`config.mk`:
```
export PLATFORM = sky130hd
export DESIGN_NAME = fast_ide_port_control
export DESIGN_NICKNAME = d
export VERILOG_FILES = /design/src/fast_ide_port_control.v /design/src/ide_timing_decode.v
export VERILOG_INCLUDE_DIRS = /design/src
export SDC_FILE = /design/constraint.sdc
export NUM_CORES = 1
export LEC_CHECK = 0
export BUFFER_PORTS_ARGS = -buffer_cell sky130_fd_sc_hd__buf_4
export CAP_MARGIN = 20
export CORE_ASPECT_RATIO = 0.8
export CORE_MARGIN = 2
export CORE_UTILIZATION = 35
export CTS_CLUSTER_DIAMETER = 120
export CTS_CLUSTER_SIZE = 20
export DETAILED_ROUTE_END_ITERATION = 10
export PLACE_DENSITY = 0.57
export RECOVER_POWER = 50
export SYNTH_ARGS = -nofsm -noshare
export SYNTH_HDL_FRONTEND = slang
export SYNTH_SLANG_ARGS = --single-unit
```
`constraint.sdc`:
```
create_clock -name clock -period 9.05 [get_ports clock]
set_clock_uncertainty 0.1 [all_clocks]
set_input_delay 0.4525 -clock clock [delete_from_list [all_inputs] [get_ports clock]]
set_output_delay 0.4525 -clock clock [all_outputs]
set_load 0.005 [all_outputs]
```
`src/fast_ide_regs.vh`:
```
// Index offsets, field positions, port addresses and timing limits of the fast IDE port
`ifndef FAST_IDE_REGS_VH
`define FAST_IDE_REGS_VH

`define IDX_CONTROL       8'h41
`define IDX_SEL_LOW       8'h42
`define IDX_SEL_HIGH      8'h43
`define IDX_A_PULSE       8'h44
`define IDX_A_REC_SETUP   8'h45
`define IDX_B_PULSE       8'h46
`define IDX_B_REC_SETUP   8'h47

`define CTL_FORCE_IDLE    7
`define CTL_BYTE_HIGH_A2  6
`define CTL_WRITE_HOLD    5
`define CTL_EARLY_START   4

`define RESET_CONTROL     8'h00
`define RESET_SEL         8'h00
`define RESET_TIMING      8'h00
`define SEL_HIGH_MASK     8'h55
`define REC_SETUP_MASK    8'h3F

`define SEL_TIMING_A      2'h0
`define SEL_TIMING_B      2'h1
`define SEL_RESERVED      2'h2
`define SEL_ISA           2'h3

`define PAIR0_BASE        16'h01F0
`define PAIR1_BASE        16'h0170
`define PAIR2_BASE        16'h05F0
`define PAIR3_BASE        16'h0570
`define CTL_PORT_OFFSET   16'h0206
`define HEAD_PORT_LOW     3'h6
`define STATUS_PORT_0     16'h03F7
`define STATUS_PORT_1     16'h0377

`define PULSE_ZERO_CLKS   5'h10
`define REC_ZERO_CLKS     5'h18
`define REC_LINEAR_MAX    4'h8
`define REC_STEP_OFFSET   5'h08
`define SETUP_ZERO_CLKS   3'h4
`define IDLE_SAT          3'h4
`define REC_SAT           5'h18
`define HOLD_SHORT        5'h01
`define HOLD_LONG         5'h02

`endif

```
`src/fast_ide_port_control.v`:
```
// Local-bus IDE port control: buffer steering, shared status port, timing sets
//
// Functional notes
// - Non-data IDE ports run plain ISA cycles
// - ISA read/write strobes copied to drive strobes
// - Command reads keep both direction controls high
// - Status port read: system buffer off, IDE buffer on, mixed bits
// - Status bit 7 from floppy input
// - Status port write enables both buffers
// - Control and drive-select register field layout
// - Drive selector decodes timing A, B, ISA for drives 0-3; A or B only for drives 4-7
// - Pulse, recovery and setup field positions
// - Field values decode to clock counts
// - Write-back hint valid by first T2
// - Write-back hint high unless write-through
// - Write-protect hint follows protect decode
// - Drive from data port and head bit
// - Recovery counter gates data-port command start
// - Idle counter gates data-port command start
// - Idle address states while CPU owns bus
`timescale 1ns/10ps
`include "fast_ide_regs.vh"

module fast_ide_port_control (
  // Clock and reset
  input  wire        clock,
  input  wire        nrst,
  // Register port
  input  wire [7:0]  reg_addr,
  input  wire [7:0]  reg_wdata,
  input  wire        reg_write,
  input  wire        reg_read,
  output reg  [7:0]  reg_rdata,
  // ISA state machine and bus ownership
  input  wire        isa_cycle_active,
  input  wire        dma_grant_n,
  input  wire        isa_ior_n,
  input  wire        isa_iow_n,
  input  wire [15:0] io_addr,
  input  wire [7:0]  io_wdata,
  input  wire        byte_high_n,
  // Local-bus data port request
  input  wire        data_req,
  input  wire        data_req_write,
  output reg         data_done,
  output reg         data_to_isa,
  // Pins from the drive and floppy side
  input  wire        floppy_bit_input,
  input  wire [7:0]  extended_bus,
  // Drive strobes, selects and buffer steering
  output reg         drive_read_strobe_n,
  output reg         drive_write_strobe_n,
  output reg         drive_select_0_n,
  output reg         drive_select_1_n,
  output reg  [2:0]  drive_addr,
  output reg         sys_dir_low,
  output reg         sys_dir_high,
  output reg         sys_buffer_enable_n,
  output reg         ide_buffer_enable_n,
  output reg  [7:0]  port_read_data,
  // Cache hints
  input  wire        prog_write_through,
  input  wire        bios_write_through,
  input  wire        mem_cycle,
  input  wire        write_protect_decode,
  output reg         writeback_hint,
  output reg         write_protect_hint_n
);

  localparam S_IDLE = 2'h0, S_WAIT = 2'h1, S_PULSE = 2'h2, S_HOLD = 2'h3;

  reg  [7:0] fast_ide_control, drive_low_timing_select, drive_high_timing_select;
  reg  [7:0] set_a_pulse_width, set_a_recovery_setup, set_b_pulse_width, set_b_recovery_setup;
  reg        floppy_s1, floppy_s2;
  reg  [7:0] xbus_s1, xbus_s2;
  reg  [1:0] state;
  reg  [4:0] cnt;
  reg        cur_write;
  reg        cur_set_b;
  reg  [2:0] idle_cnt;
  reg  [4:0] rec_cnt;
  reg  [3:0] head_bit;

  wire [3:0] pair_en = fast_ide_control[3:0];
  wire [3:0] hit_cmd, hit_ctl, hit_data, hit_head;
  wire [7:0] drv_set_b, drv_isa;
  wire [4:0] pulse_clocks, recovery_clocks;
  wire [2:0] setup_clocks;

  // Per connector address decode and head-bit snoop
  genvar p;
  generate
    for (p = 0; p < 4; p = p + 1) begin : g_pair
      wire [15:0] base = (p == 0) ? `PAIR0_BASE : (p == 1) ? `PAIR1_BASE :
                         (p == 2) ? `PAIR2_BASE : `PAIR3_BASE;
      wire [15:0] ctl  = base + `CTL_PORT_OFFSET;
      assign hit_data[p] = pair_en[p] && (io_addr == base);
      assign hit_cmd[p]  = pair_en[p] && (io_addr[15:3] == base[15:3]) &&
                           (io_addr[2:0] != 3'h0);
      assign hit_ctl[p]  = pair_en[p] && (io_addr[15:1] == ctl[15:1]);
      assign hit_head[p] = hit_cmd[p] && (io_addr[2:0] == `HEAD_PORT_LOW);
      always @(posedge clock or negedge nrst) begin
        if (!nrst) begin
          head_bit[p] <= 1'b0;
        end else if (isa_cycle_active && !isa_iow_n && hit_head[p]) begin
          head_bit[p] <= io_wdata[4];
        end
      end
    end
  endgenerate

  // Per drive timing selection
  genvar d;
  generate
    for (d = 0; d < 8; d = d + 1) begin : g_drive
      wire [1:0] code;
      if (d < 4) begin : g_low
        assign code = drive_low_timing_select[2*d+1:2*d];
      end else begin : g_high
        assign code = {1'b0, drive_high_timing_select[2*(d-4)]};
      end
      // Reserved code falls back to timing A
      assign drv_set_b[d] = (code == `SEL_TIMING_B);
      assign drv_isa[d]   = (code == `SEL_ISA);
    end
  endgenerate

  wire [1:0] req_pair = hit_data[1] ? 2'h1 : hit_data[2] ? 2'h2 :
                        hit_data[3] ? 2'h3 : 2'h0;
  wire [2:0] req_drive = {req_pair, head_bit[req_pair]};
  wire       req_hit   = |hit_data;
  wire       req_fast  = req_hit && !drv_isa[req_drive];
  wire       fast_take = data_req && req_fast && (state == S_IDLE);
  wire ide_isa   = isa_cycle_active &&
                   (|(hit_cmd | hit_ctl) || (req_hit && drv_isa[req_drive]));
  wire is_status = (io_addr == `STATUS_PORT_0 && hit_ctl[0]) ||
                   (io_addr == `STATUS_PORT_1 && hit_ctl[1]);
  wire status_rd = ide_isa && is_status && !isa_ior_n;
  wire default_states = !isa_cycle_active &&
                        (dma_grant_n || fast_ide_control[`CTL_FORCE_IDLE]);
  wire fast_rd = (state == S_PULSE) && !cur_write;
  wire fast_wr = (state == S_PULSE) && cur_write;
  wire early_ok = cnt >= {4'h0, fast_ide_control[`CTL_EARLY_START]};
  wire [4:0] hold_clocks = fast_ide_control[`CTL_WRITE_HOLD] ? `HOLD_LONG : `HOLD_SHORT;

  ide_timing_decode u_decode (
    .pulse_field     (cur_set_b ? set_b_pulse_width : set_a_pulse_width),
    .rec_field       (cur_set_b ? set_b_recovery_setup : set_a_recovery_setup),
    .is_write        (cur_write),
    .pulse_clocks    (pulse_clocks),
    .recovery_clocks (recovery_clocks),
    .setup_clocks    (setup_clocks)
  );

  // Register file
  always @(posedge clock or negedge nrst) begin
    if (!nrst) begin
      fast_ide_control         <= `RESET_CONTROL;
      drive_low_timing_select  <= `RESET_SEL;
      drive_high_timing_select <= `RESET_SEL;
      set_a_pulse_width        <= `RESET_TIMING;
      set_a_recovery_setup     <= `RESET_TIMING;
      set_b_pulse_width        <= `RESET_TIMING;
      set_b_recovery_setup     <= `RESET_TIMING;
    end else if (reg_write) begin
      case (reg_addr)
        `IDX_CONTROL:     fast_ide_control <= reg_wdata;
        `IDX_SEL_LOW:     drive_low_timing_select <= reg_wdata;
        `IDX_SEL_HIGH:    drive_high_timing_select <= reg_wdata & `SEL_HIGH_MASK;
        `IDX_A_PULSE:     set_a_pulse_width <= reg_wdata;
        `IDX_A_REC_SETUP: set_a_recovery_setup <= reg_wdata & `REC_SETUP_MASK;
        `IDX_B_PULSE:     set_b_pulse_width <= reg_wdata;
        `IDX_B_REC_SETUP: set_b_recovery_setup <= reg_wdata & `REC_SETUP_MASK;
        default: ;
      endcase
    end
  end

  // Read data stands only in the cycle after the strobe
  always @(posedge clock or negedge nrst) begin
    if (!nrst) begin
      reg_rdata <= 8'h00;
    end else if (reg_read) begin
      case (reg_addr)
        `IDX_CONTROL:     reg_rdata <= fast_ide_control;
        `IDX_SEL_LOW:     reg_rdata <= drive_low_timing_select;
        `IDX_SEL_HIGH:    reg_rdata <= drive_high_timing_select;
        `IDX_A_PULSE:     reg_rdata <= set_a_pulse_width;
        `IDX_A_REC_SETUP: reg_rdata <= set_a_recovery_setup;
        `IDX_B_PULSE:     reg_rdata <= set_b_pulse_width;
        `IDX_B_REC_SETUP: reg_rdata <= set_b_recovery_setup;
        default:          reg_rdata <= 8'h00;
      endcase
    end else begin
      reg_rdata <= 8'h00;
    end
  end

  // Pin synchronisers
  always @(posedge clock or negedge nrst) begin
    if (!nrst) begin
      floppy_s1 <= 1'b0;
      floppy_s2 <= 1'b0;
      xbus_s1   <= 8'h00;
      xbus_s2   <= 8'h00;
    end else begin
      floppy_s1 <= floppy_bit_input;
      floppy_s2 <= floppy_s1;
      xbus_s1   <= extended_bus;
      xbus_s2   <= xbus_s1;
    end
  end

  // Setup and recovery monitors run all the time, not only in data cycles
  always @(posedge clock or negedge nrst) begin
    if (!nrst) begin
      idle_cnt <= 3'h0;
      rec_cnt  <= 5'h00;
    end else begin
      if (!default_states) begin
        idle_cnt <= 3'h0;
      end else if (idle_cnt < `IDLE_SAT) begin
        idle_cnt <= idle_cnt + 3'h1;
      end
      if (!drive_read_strobe_n || !drive_write_strobe_n) begin
        rec_cnt <= 5'h00;
      end else if (rec_cnt < `REC_SAT) begin
        rec_cnt <= rec_cnt + 5'h01;
      end
    end
  end

  // Fast data-port sequencer
  always @(posedge clock or negedge nrst) begin
    if (!nrst) begin
      state       <= S_IDLE;
      cnt         <= 5'h00;
      cur_write   <= 1'b0;
      cur_set_b   <= 1'b0;
      data_done   <= 1'b0;
      data_to_isa <= 1'b0;
    end else begin
      data_done   <= 1'b0;
      data_to_isa <= data_req && !req_fast;
      case (state)
        S_IDLE: begin
          if (fast_take) begin
            state     <= S_WAIT;
            cnt       <= 5'h00;
            cur_write <= data_req_write;
            cur_set_b <= drv_set_b[req_drive];
          end
        end
        S_WAIT: begin
          if (early_ok && idle_cnt >= setup_clocks && rec_cnt >= recovery_clocks) begin
            state <= S_PULSE;
            cnt   <= 5'h01;
          end else if (cnt < 5'h1F) begin
            cnt <= cnt + 5'h01;
          end
        end
        S_PULSE: begin
          if (cnt >= pulse_clocks) begin
            cnt <= 5'h01;
            if (cur_write) begin
              state <= S_HOLD;
            end else begin
              state     <= S_IDLE;
              data_done <= 1'b1;
            end
          end else begin
            cnt <= cnt + 5'h01;
          end
        end
        S_HOLD: begin
          if (cnt >= hold_clocks) begin
            state     <= S_IDLE;
            data_done <= 1'b1;
          end else begin
            cnt <= cnt + 5'h01;
          end
        end
        default: state <= S_IDLE;
      endcase
    end
  end

  // Registered pin outputs
  always @(posedge clock or negedge nrst) begin
    if (!nrst) begin
      drive_read_strobe_n  <= 1'b1;
      drive_write_strobe_n <= 1'b1;
      drive_select_0_n     <= 1'b1;
      drive_select_1_n     <= 1'b1;
      drive_addr           <= 3'h0;
      sys_dir_low          <= 1'b1;
      sys_dir_high         <= 1'b1;
      sys_buffer_enable_n  <= 1'b0;
      ide_buffer_enable_n  <= 1'b1;
      port_read_data       <= 8'h00;
      writeback_hint       <= 1'b1;
      write_protect_hint_n <= 1'b1;
    end else begin
      drive_read_strobe_n  <= !fast_rd && !(ide_isa && !isa_ior_n);
      drive_write_strobe_n <= !fast_wr && !(ide_isa && !isa_iow_n);
      if (default_states) begin
        drive_addr       <= 3'h0;
        drive_select_0_n <= 1'b0;
        drive_select_1_n <= 1'b1;
      end else begin
        drive_addr[1:0]  <= io_addr[1:0];
        // Keeps the byte-high pin usable when the substitution is off
        drive_addr[2]    <= (ide_isa && fast_ide_control[`CTL_BYTE_HIGH_A2]) ?
                            io_addr[2] : byte_high_n;
        drive_select_0_n <= !(ide_isa && !(|hit_ctl));
        drive_select_1_n <= !(ide_isa && |hit_ctl);
      end
      // Reads leave direction high; writes and fast writes drive it low
      sys_dir_low  <= !(ide_isa && !isa_iow_n) && !fast_wr;
      sys_dir_high <= !(ide_isa && !isa_iow_n) && !fast_wr;
      sys_buffer_enable_n <= status_rd || (state != S_IDLE);
      ide_buffer_enable_n <= !(ide_isa || (state != S_IDLE));
      port_read_data <= {(is_status ? floppy_s2 : xbus_s2[7]), xbus_s2[6:0]};
      writeback_hint <= !(prog_write_through || bios_write_through);
      write_protect_hint_n <= !(mem_cycle && write_protect_decode);
    end
  end

endmodule

```
`src/ide_timing_decode.v`:
```
// Turns one timing set's packed fields into clock counts
`timescale 1ns/10ps
`include "fast_ide_regs.vh"

module ide_timing_decode (
  // Packed timing fields
  input  wire [7:0] pulse_field,
  input  wire [7:0] rec_field,
  input  wire       is_write,
  // Decoded counts
  output reg  [4:0] pulse_clocks,
  output reg  [4:0] recovery_clocks,
  output reg  [2:0] setup_clocks
);

  reg [3:0] pulse_code;

  always @* begin
    pulse_code = is_write ? pulse_field[7:4] : pulse_field[3:0];
    if (pulse_code == 4'h0) begin
      pulse_clocks = `PULSE_ZERO_CLKS;
    end else begin
      pulse_clocks = {1'b0, pulse_code};
    end
    // Above 8 the recovery steps by two: value 9 means 10 clocks
    if (rec_field[3:0] == 4'h0) begin
      recovery_clocks = `REC_ZERO_CLKS;
    end else if (rec_field[3:0] <= `REC_LINEAR_MAX) begin
      recovery_clocks = {1'b0, rec_field[3:0]};
    end else begin
      recovery_clocks = {rec_field[3:0], 1'b0} - `REC_STEP_OFFSET;
    end
    if (rec_field[5:4] == 2'h0) begin
      setup_clocks = `SETUP_ZERO_CLKS;
    end else begin
      setup_clocks = {1'b0, rec_field[5:4]};
    end
  end

endmodule

```
---- Word-level counts from Yosys, hierarchy flattened ----
Index checks and enable logic that the tools add are counted.
storage, ports and cells
  register bits ........................... 116
  input port bits ......................... 64
  output and inout bits ................... 31
cells by class
  add/subtract/negate cells ............... 4
  order comparisons ....................... 11
  equal/unequal tests ..................... 40
  mux-type cells .......................... 44
  bitwise operators ....................... 1
  reductions and logical operators ........ 93
operators with widths
  cell                  number
  $eq 8x7->1 const B    7
  $pmux 8 s7            1
  $mux 5                10
  $logic_and 1x1->1     48
  $eq 16x10->1 const B  2
  $eq 16x11->1 const B  2
  $eq 16x9->1 const B   2
  $eq 15x10->1 const B  2
  $eq 15x9->1 const B   2
  $eq 13x6->1 const B   2
  $eq 13x8->1 const B   2
  $pmux 5 s4            1
  $logic_not 1->1       18
  $mux 2                9
  $mux 8                2
  $reduce_and 2->1      8
  $eq 2x2->1 const B    6
  $mux 3                4
  $reduce_or 4->1       3
  $add 5x1->5 const B   2
  $eq 2x1->1 const B    5
  $ge 5x5->1            2
  $lt 5x5->1 const B    2
  $mux 1                10
  27 further kinds      41

---- Longest topological paths before layout ----
Gate-level depths: netlist of run 1.
  depth after elaboration ................. 15
  mapped depth ............................ 13

---- Hierarchy ----
A second synthesis of run 1 with hierarchy kept.
second synthesis, totals
  cells, all modules ...................... 519
  area total of the unflattened synthesis .. 5881.9 µm²
by module, submodules not included
  module                 instances  cells an instance  area each (µm²)  sequential area each (µm²)
  fast_ide_port_control  1          504                5749.3           2911.5
  ide_timing_decode      1          15                 132.6            0.0

---- Worst setup path after synthesis of run 1 ----
OpenSTA, ideal clock, no wires.
  path type ............................... register to register
  start point ............................. register cur_set_b
  end point ............................... register cnt[4]
  library setup time ...................... 0.124 ns
  data arrival time ....................... 3.105 ns
  setup slack ............................. 5.721 ns
  cell stages (with the launch flop) ...... 10
  clock period less this slack ............ 3.329 ns
  cell sequence ........................... dfrtp_1 > clkbuf_1 > mux4_2 > or4_1 > ha_1 > nor2_1 > a211oi_1 > o21ai_0 > and3_1 > a211o_1
between the ends
  word-level cells in the longest chain between the ends .. 8
  elaborated cells between the ends (all ways) .. 22
  classes of those cells .................. add/sub: 1; order compare: 4; eq/ne: 1; mux: 10; reduce/logical: 6
RTL lines
  what                                             RTL line                                             text
  start, declared                                  fast_ide_port_control.v:79                           reg cur_set_b;
  start signal, assigned                           fast_ide_port_control.v:251                          cur_set_b <= drv_set_b[req_drive];
  $mux 6                                           fast_ide_port_control.v:148                          .rec_field (cur_set_b ? set_b_recovery_setup : set_a_recovery_setup),
  $sub 5x4->5 (no line) (tied with other cells)    --
  $mux 5 or $mux 3 (tied branches)                 ide_timing_decode.v:28, ide_timing_decode.v:33
  $mux 5 or $ge 3x3->1 (tied branches)             ide_timing_decode.v:26, fast_ide_port_control.v:255
  $ge 5x5->1 or $logic_and 1x1->1 (tied branches)  fast_ide_port_control.v:255                          if (early_ok && idle_cnt >= setup_clocks && rec_cnt >= recovery_clocks) begin
  $logic_and 1x1->1                                fast_ide_port_control.v:255
  $mux 5 or $ne 3x3->1 (tied branches)             --
  $pmux 5 s4 or $reduce_and 3->1 (tied branches)   --
  end signal, assigned                             fast_ide_port_control.v:259                          cnt <= cnt + 5'h01;
  end signal, assigned                             fast_ide_port_control.v:272                          cnt <= cnt + 5'h01;
  end signal, assigned                             fast_ide_port_control.v:280                          cnt <= cnt + 5'h01;
  end, declared                                    fast_ide_port_control.v:77                           reg [4:0] cnt;
Parallel ways exist; a longest one is shown, timed or not.
A chain may end at the register's enable or synchronous reset.

---- Final worst setup path of run 1 ----
Ends and elaborated chain as after synthesis.

==> results of run 1 <==
==> worst max-delay path: cells and delay by family (launching register included) <==
family,cells,cell delay [ns]
muxes,1,0.64
DFF,1,0.79
AOI/OAI and AO/OA,3,1.14
and+or+nand+nor,3,0.84
adders and majority gates,1,0.29
==> registers in the layout, summed over array words and instances, names as in the netlist, 6 cells and up <==
signal and count:
xbus_s1 8, set_a_recovery_setup 6, xbus_s2 8, set_b_recovery_setup 6
port_read_data 8, set_a_pulse_width 8, set_b_pulse_width 8, reg_rdata 8
drive_low_timing_select 8, fast_ide_control 8
==> per-stage QoR <==
stage,worst slack (ns),std cells,hold slack [ns],utilization [%],area (sq um)
3_3_place_gp,5.170,782,0.2316,41.63,6620
4_1_cts,5.103,815,0.01892,45.37,7216
6_report,5.117,816,0.03818,45.48,7232
2_1_floorplan,5.721,492,0.05691,-,5744
5_1_grt,4.889,816,0.01185,45.48,7232
3_5_place_dp,5.111,782,0.2347,41.63,6620
==> cell type report <==
cell class,count,share of cell area (%)
Tap cell,215,3.720
Clock buffer,17,5.882
Multi-Input combinational cell,343,37.23
Clock inverter,15,2.215
Timing Repair Buffer,93,9.810
Sequential cell,116,40.26
Inverter,17,0.8824
==> synth_stat cells, drive strengths merged (5+ instances only) <==
library cell / instances / area share, %
o311ai: 5 / 1.1
a21oi: 21 / 1.8
ha: 19 / 4.1
dfstp: 7 / 3.2
nor3: 10 / 0.87
mux2: 64 / 13
mux2i: 9 / 1.6
nand2b: 6 / 0.65
a31oi: 6 / 0.65
inv: 16 / 1.0
and2: 7 / 0.81
clkbuf: 12 / 0.78
o21ai: 16 / 1.4
nor2: 40 / 2.6
a211oi: 7 / 1.0
nand2: 34 / 2.2
dfrtp: 109 / 47
nand3: 12 / 1.0
a22oi: 17 / 2.2
nor2b: 6 / 0.65
==> path summary, 6_finish.rpt <==
path,depth (start not counted),end,startpoint
min,2,writeback_hint,prog_write_through
max in group asynchronous,4,ide_buffer_enable_n,nrst
max reg2reg,8,cnt[4],cur_set_b
min in group asynchronous,2,xbus_s1[4],nrst
max,8,cnt[4],cur_set_b
min reg2reg,0,xbus_s2[0],xbus_s1[0]
==> per-layer routing <==
layer  track usage (%)  routed length, um  vias to the layer above
li1                  -                  -                     2017
met1             23.86               6908                     2144
met2             25.09               6395                      111
met3             5.251                658                       16
met4             6.310                174                        0
met5                 0                  0                        -
==> kinds of logic after synthesis <==
logic type / count (synthesis) / synth area share (%)
xor gates and xnor gates: 3 / 0.4575
adders and majority gates: 19 / 4.139
and+or+nand+nor: 141 / 12.57
AOI/OAI and AO/OA: 103 / 13.90
muxes: 77 / 15.81
buffers and inverters: 33 / 2.439
DFF: 116 / 50.69
==> where the power goes <==
| part | total, mW | switching [mW] | internal (mW) |
|---|---|---|---|
| Clock | 0.664 | 0.274 | 0.390 |
| Sequential | 0.626 | 0.0585 | 0.567 |
| Combinational | 0.262 | 0.135 | 0.127 |
==> cell usage in the layout, fill, tap and decap left out, types with 6 or more instances in the layout <==
master and n:
nor2b_1 6, nand2b_1 6, nor2_1 40, nand3_1 12
o21ai_0 16, inv_1 16, buf_4 47, nor3_1 10
clkbuf_4 41, mux2_2 62, a22oi_1 17, ha_1 19
dfrtp_1 109, nand2_1 34, a211oi_1 6, clkbuf_16 17
a21oi_1 21, mux2i_1 9, a31oi_1 6
==> results.md, run 1 <==
- Syn nets: between 500 and 600
- Post-CTS resize count: 0
- Nets: approximately 670
- Synth Cell Area: 5744 sq um
- Fin. max-slew vios: 32
- Max-cap violations: 1
- Vias in the first global route: 4485
- DRC Markers: 0
- Largest net degree at the start of global routing: between 80 and 90
- Worst-Skew Late Latency: 0.42 ns
- R2R setup slack: slightly above 5 ns
- Share of layout cells above drive strength 1: 34.44%
- Area of the multi-input gates: between 2000 and 3000 sq um
- Overall Global Routing Usage: about 17%
- FFs w/ async S/R, synth: 100.0%
- Violated checks: capacitance limit, slew limit
- Distinct cell type count after synthesis: 69
- Kind of critical path: flip-flop to flip-flop
- Critical Path RT: a little over 9 ns
- Fmax: around 250 MHz
- GR Overflow Total: 0
- Area Overhead vs Synth: 25.90%
- Rows: 41
- Critical Path AT: roughly 4.1 ns
- Measured slew at the worst slew-check pin: 1.662 ns
- CTS tree: done
- Routed WL: approximately 14000 um
- Clock root cell: clkbuf_16
- Slew HR: -10.79%
- Fillcell total: 1500
- Slowest library cell on the worst path: dfrtp_1
- Sink Count: 116
- Outcome: complete, but fails checks
- Hold Crit Class: input port to flip-flop
- Drt pass-1 iters: 4
- Sequential standard cell area: between 2000 and 3000 sq um
- Unrepaired setup endpoints after global routing: no
- Yosys reg bits: around 120
- Die ar.: 17460 sq um
- Synth Flop Type: dfrtp_1
- Post-synthesis sequential area ratio: 50.69%
- Core Region: about 16000 sq um
- First-pass GRT wire length: around 23000 um
- DR WL/cell: between 15 and 20 um
- Min Clock Period, post-route: 3.933 ns
- Syn_area_per_cell: 11.68 sq um
- Final Hold Viols: 0
- Leakage: ~3.3 nW
- Port Buffers: 87
- Vias: 4288
- HPWL after DPL: 10450 um
- CP endpoint kind: flip-flop
- Initial antenna violation count: 0
- TNS Setup: 0 ns
- Die width: ~150 um
- IO Pins: 95
- Total power draw: 1.552 mW
- GPL Wtd Cong: about 0.84
- Die Y: approximately 120 um
- CTS Hold Bufs: 1
- Ant. Diodes: 0
- Max incr delay on CP: 0.79 ns
- Num CTS Buffers: 17
- Gate Count Post-Synth: between 400 and 500
- Power per cell area: ~210 nW/um^2
- Starting DRT DRC Count: ~200
- Setup Fix Bufs, Post-CTS: 0
- Final Cycle Share: around 43%
- Count of flip-flops with a built-in enable after synthesis: 0
- Initial Utilization: ~36%
- Post-route ant nets: 0
- CP cell instances: mux4_2 > or4_1 > ha_1 > nor2_1 > a211oi_1 > o21ai_0 > and3_1 > a211o_1
- # H-tree levels: 4
- YS warnings: 0
- Reg clk slew, reported paths: roughly 0.06 ns
- CP startpoint kind: flip-flop
- VDD IR-drop max: between 100 and 150 uV
- Vias per Instance: between 5 and 6
- Final setup viols: 0
- Crit-path max FO: 17
- Worst-case clock buffer depth: 2
Power figures use the tool's default switching activity.
==> run 2: changes to the inputs <==
clock period = 3.99 ns   (was 9.05 ns; I/O delays follow)
==> results.md, run 2 (same netlist as run 1, synthesis figures left out) <==
- Initial Utilization: 36.12% (unchanged)
- Fin. max-slew vios: 52 (was 32)
- Crit path depth: 9 (was 8)
- Post-route ant nets: 0 (unchanged)
- Violated checks: capacitance limit, slew limit (unchanged)
- HPWL after DPL: 10470 um (was 10450 um)
- Overall Global Routing Usage: 17.43% (was 17.13%)
- Routed WL: 14360 um (was 14140 um)
- Die ar.: 17460 sq um (unchanged)
- Hold Path Cell Cnt: 2 (unchanged)
- Worst path bufs/invs: 1 (was 0)
- Max-cap violations: 1 (unchanged)
- Slowest library cell on the worst path: dfrtp_1 (unchanged)
- Fmax: 275.1 MHz (was 254.3 MHz)
- Critical Path AT: 3.83 ns (was 4.14 ns)
- VDD IR-drop max: 282.8 uV (was 125.8 uV)
- Ant. Diodes: 0 (unchanged)
- CP cell instances: mux4_2 > or4_1 > ha_1 > nor2_1 > a211oi_1 > buf_4 > o21a_1 > a2111oi_4 > a211o_1 (was mux4_2 > or4_1 > ha_1 > nor2_1 > a211oi_1 > o21ai_0 > and3_1 > a211o_1)
- DR WL/cell: 16.94 um (was 17.32 um)
- CTS tree: done (unchanged)
- Leakage: 3.386 nW (was 3.258 nW)
- Share of layout cells above drive strength 1: 33.18% (was 34.44%)
- Drt pass-1 iters: 4 (unchanged)
- First-pass GRT wire length: 23830 um (was 22960 um)
- Starting DRT DRC Count: 232 (was 203)
- Final non-filler cell total: 848 (was 816)
- Sink Count: 116 (unchanged)
- Nets: 703 (was 671)
- Area Overhead vs Synth: 30.97% (was 25.90%)
- GR Overflow Total: 0 (unchanged)
- Cell count of the worst reg-to-reg path: 9 (was 8)
- CP top delay family: compound AO/OA/AOI/OAI gates (unchanged)
- Most common cell after layout, fill and taps aside: dfrtp_1 (unchanged)
- Final Hold Viols: 0 (unchanged)
- Setup Fix Bufs, Post-CTS: 0 (unchanged)
- Vias: 4376 (was 4288)
- Vias per Instance: 5.160 (was 5.255)
- Power per cell area: 472.0 nW/um^2 (was 214.6 nW/um^2)
- Kind of critical path: flip-flop to flip-flop (unchanged)
- Clock root cell: clkbuf_16 (unchanged)
- Commonest cells after routing, fill and taps aside: dfrtp_1 (109), mux2_2 (62), buf_4 (50) (was dfrtp_1 (109), mux2_2 (62), buf_4 (47))
- Worst-case clock buffer depth: 2 (unchanged)
- Die width: 147.2 um (unchanged)
- Outcome: complete, but fails checks (unchanged)
- Core Region: 15900 sq um (unchanged)
- Initial antenna violation count: 0 (unchanged)
- Die Y: 118.6 um (unchanged)
- Port Buffers: 87 (unchanged)
- Critical Path RT: 4.18 ns (was 9.26 ns)
- Cells after DPL: 785 (was 782)
- TNS Setup: 0 ns (unchanged)
- Reg clk slew, reported paths: 0.07 ns (was 0.06 ns)
- IO Pins: 95 (unchanged)
- Hold Crit Class: input port to flip-flop (unchanged)
- Rows: 41 (unchanged)
- GR Layer Usage met2: 26.49% (was 25.09%)
- GRT Max-Usage Layer: met2 (unchanged)
- GPL Wtd Cong: 0.8216 (was 0.8408)
- Final setup viols: 0 (unchanged)
- Largest net degree at the start of global routing: 52 (was 87)
- Worst-Skew Late Latency: 0.41 ns (was 0.42 ns)
- Met1 Use GR: 25.23% (was 23.86%)
- R2R setup slack: 0.36 ns (was 5.12 ns)
- Crit-path max FO: 17 (unchanged)
- # H-tree levels: 4 (unchanged)
- Num CTS Buffers: 17 (unchanged)
- Min Clock Period, post-route: 3.635 ns (was 3.933 ns)
- Vias in the first global route: 4576 (was 4485)
- CP endpoint kind: flip-flop (unchanged)
- Final worst slack: 0.3551 ns (was 5.117 ns)
- Met3 Use GR: 3.514% (was 5.251%)
- Pre-CTS setup slack: 0.3998 ns (was 5.111 ns)
- CP startpoint kind: flip-flop (unchanged)
- Slew HR: -82.36% (was -10.79%)
- DRC Markers: 0 (unchanged)
- Measured slew at the worst slew-check pin: 2.735 ns (was 1.662 ns)
- Final Cycle Share: 91.10% (was 43.46%)
- Max incr delay on CP: 0.81 ns (was 0.79 ns)
- Unrepaired setup endpoints after global routing: no (unchanged)
[run 2: power by group]
part / internal, mW / switching, mW
sequential: 1.29 / 0.133
combinational: 0.311 / 0.312
clock: 0.885 / 0.623
[run 2: per-stage QoR]
stage	cell area (sq um)	total power, mW	hold WS (ns)	utilization [%]
finish	7523	3.551	0.01258	47.31
global route	7523	3.751	0.004056	47.31
CTS	7537	3.595	0.006336	47.40
detailed placement	6643	2.046	0.1753	41.77
global placement	6643	2.016	0.1675	41.77
floorplan	5744	1.802	-0.1961	-
[run 2: what timing repair did]
item / in CTS / in global routing
endpoints found under the hold margin: 111 / 0
resized for setup: 0 / 0
hold buffers: 31 / 0
[run 2: layout make-up]
| type | instances | area (sq um) |
|---|---|---|
| clock buffers | 17 | 425.4 |
| clock inverters | 15 | 158.9 |
| fillers | 1424 | 8379 |
| inverters | 17 | 63.81 |
| multi-input cells | 343 | 2693 |
| flip-flops and latches | 116 | 2912 |
| well taps | 215 | 269.0 |
| repair buffers | 125 | 1002 |
[run 2: worst reg2reg max path, stage by stage, from the launching register on]
cell       delay, ns
dfrtp_1         0.81
mux4_2          0.64
or4_1           0.58
ha_1            0.31
nor2_1          0.04
a211oi_1        0.33
buf_4           0.21
o21a_1          0.19
a2111oi_4       0.07
a211o_1         0.24
[run 2: routing by layer]
layer | vias to the layer above | wire, um
li1 | 2076 | -
met1 | 2152 | 6867
met2 | 134 | 6553
met3 | 14 | 783
met4 | 0 | 160
met5 | - | 0
[run 2: final timing paths]
path,from,to
setup reg to reg,cur_set_b,cnt[4]
setup / recovery,cur_set_b,cnt[4]
hold reg to reg,xbus_s2[2],port_read_data[2]
min in group asynchronous,nrst,port_read_data[3]
max in group asynchronous,nrst,set_a_pulse_width[0]
hold / removal,reg_wdata[0],drive_high_timing_select[0]
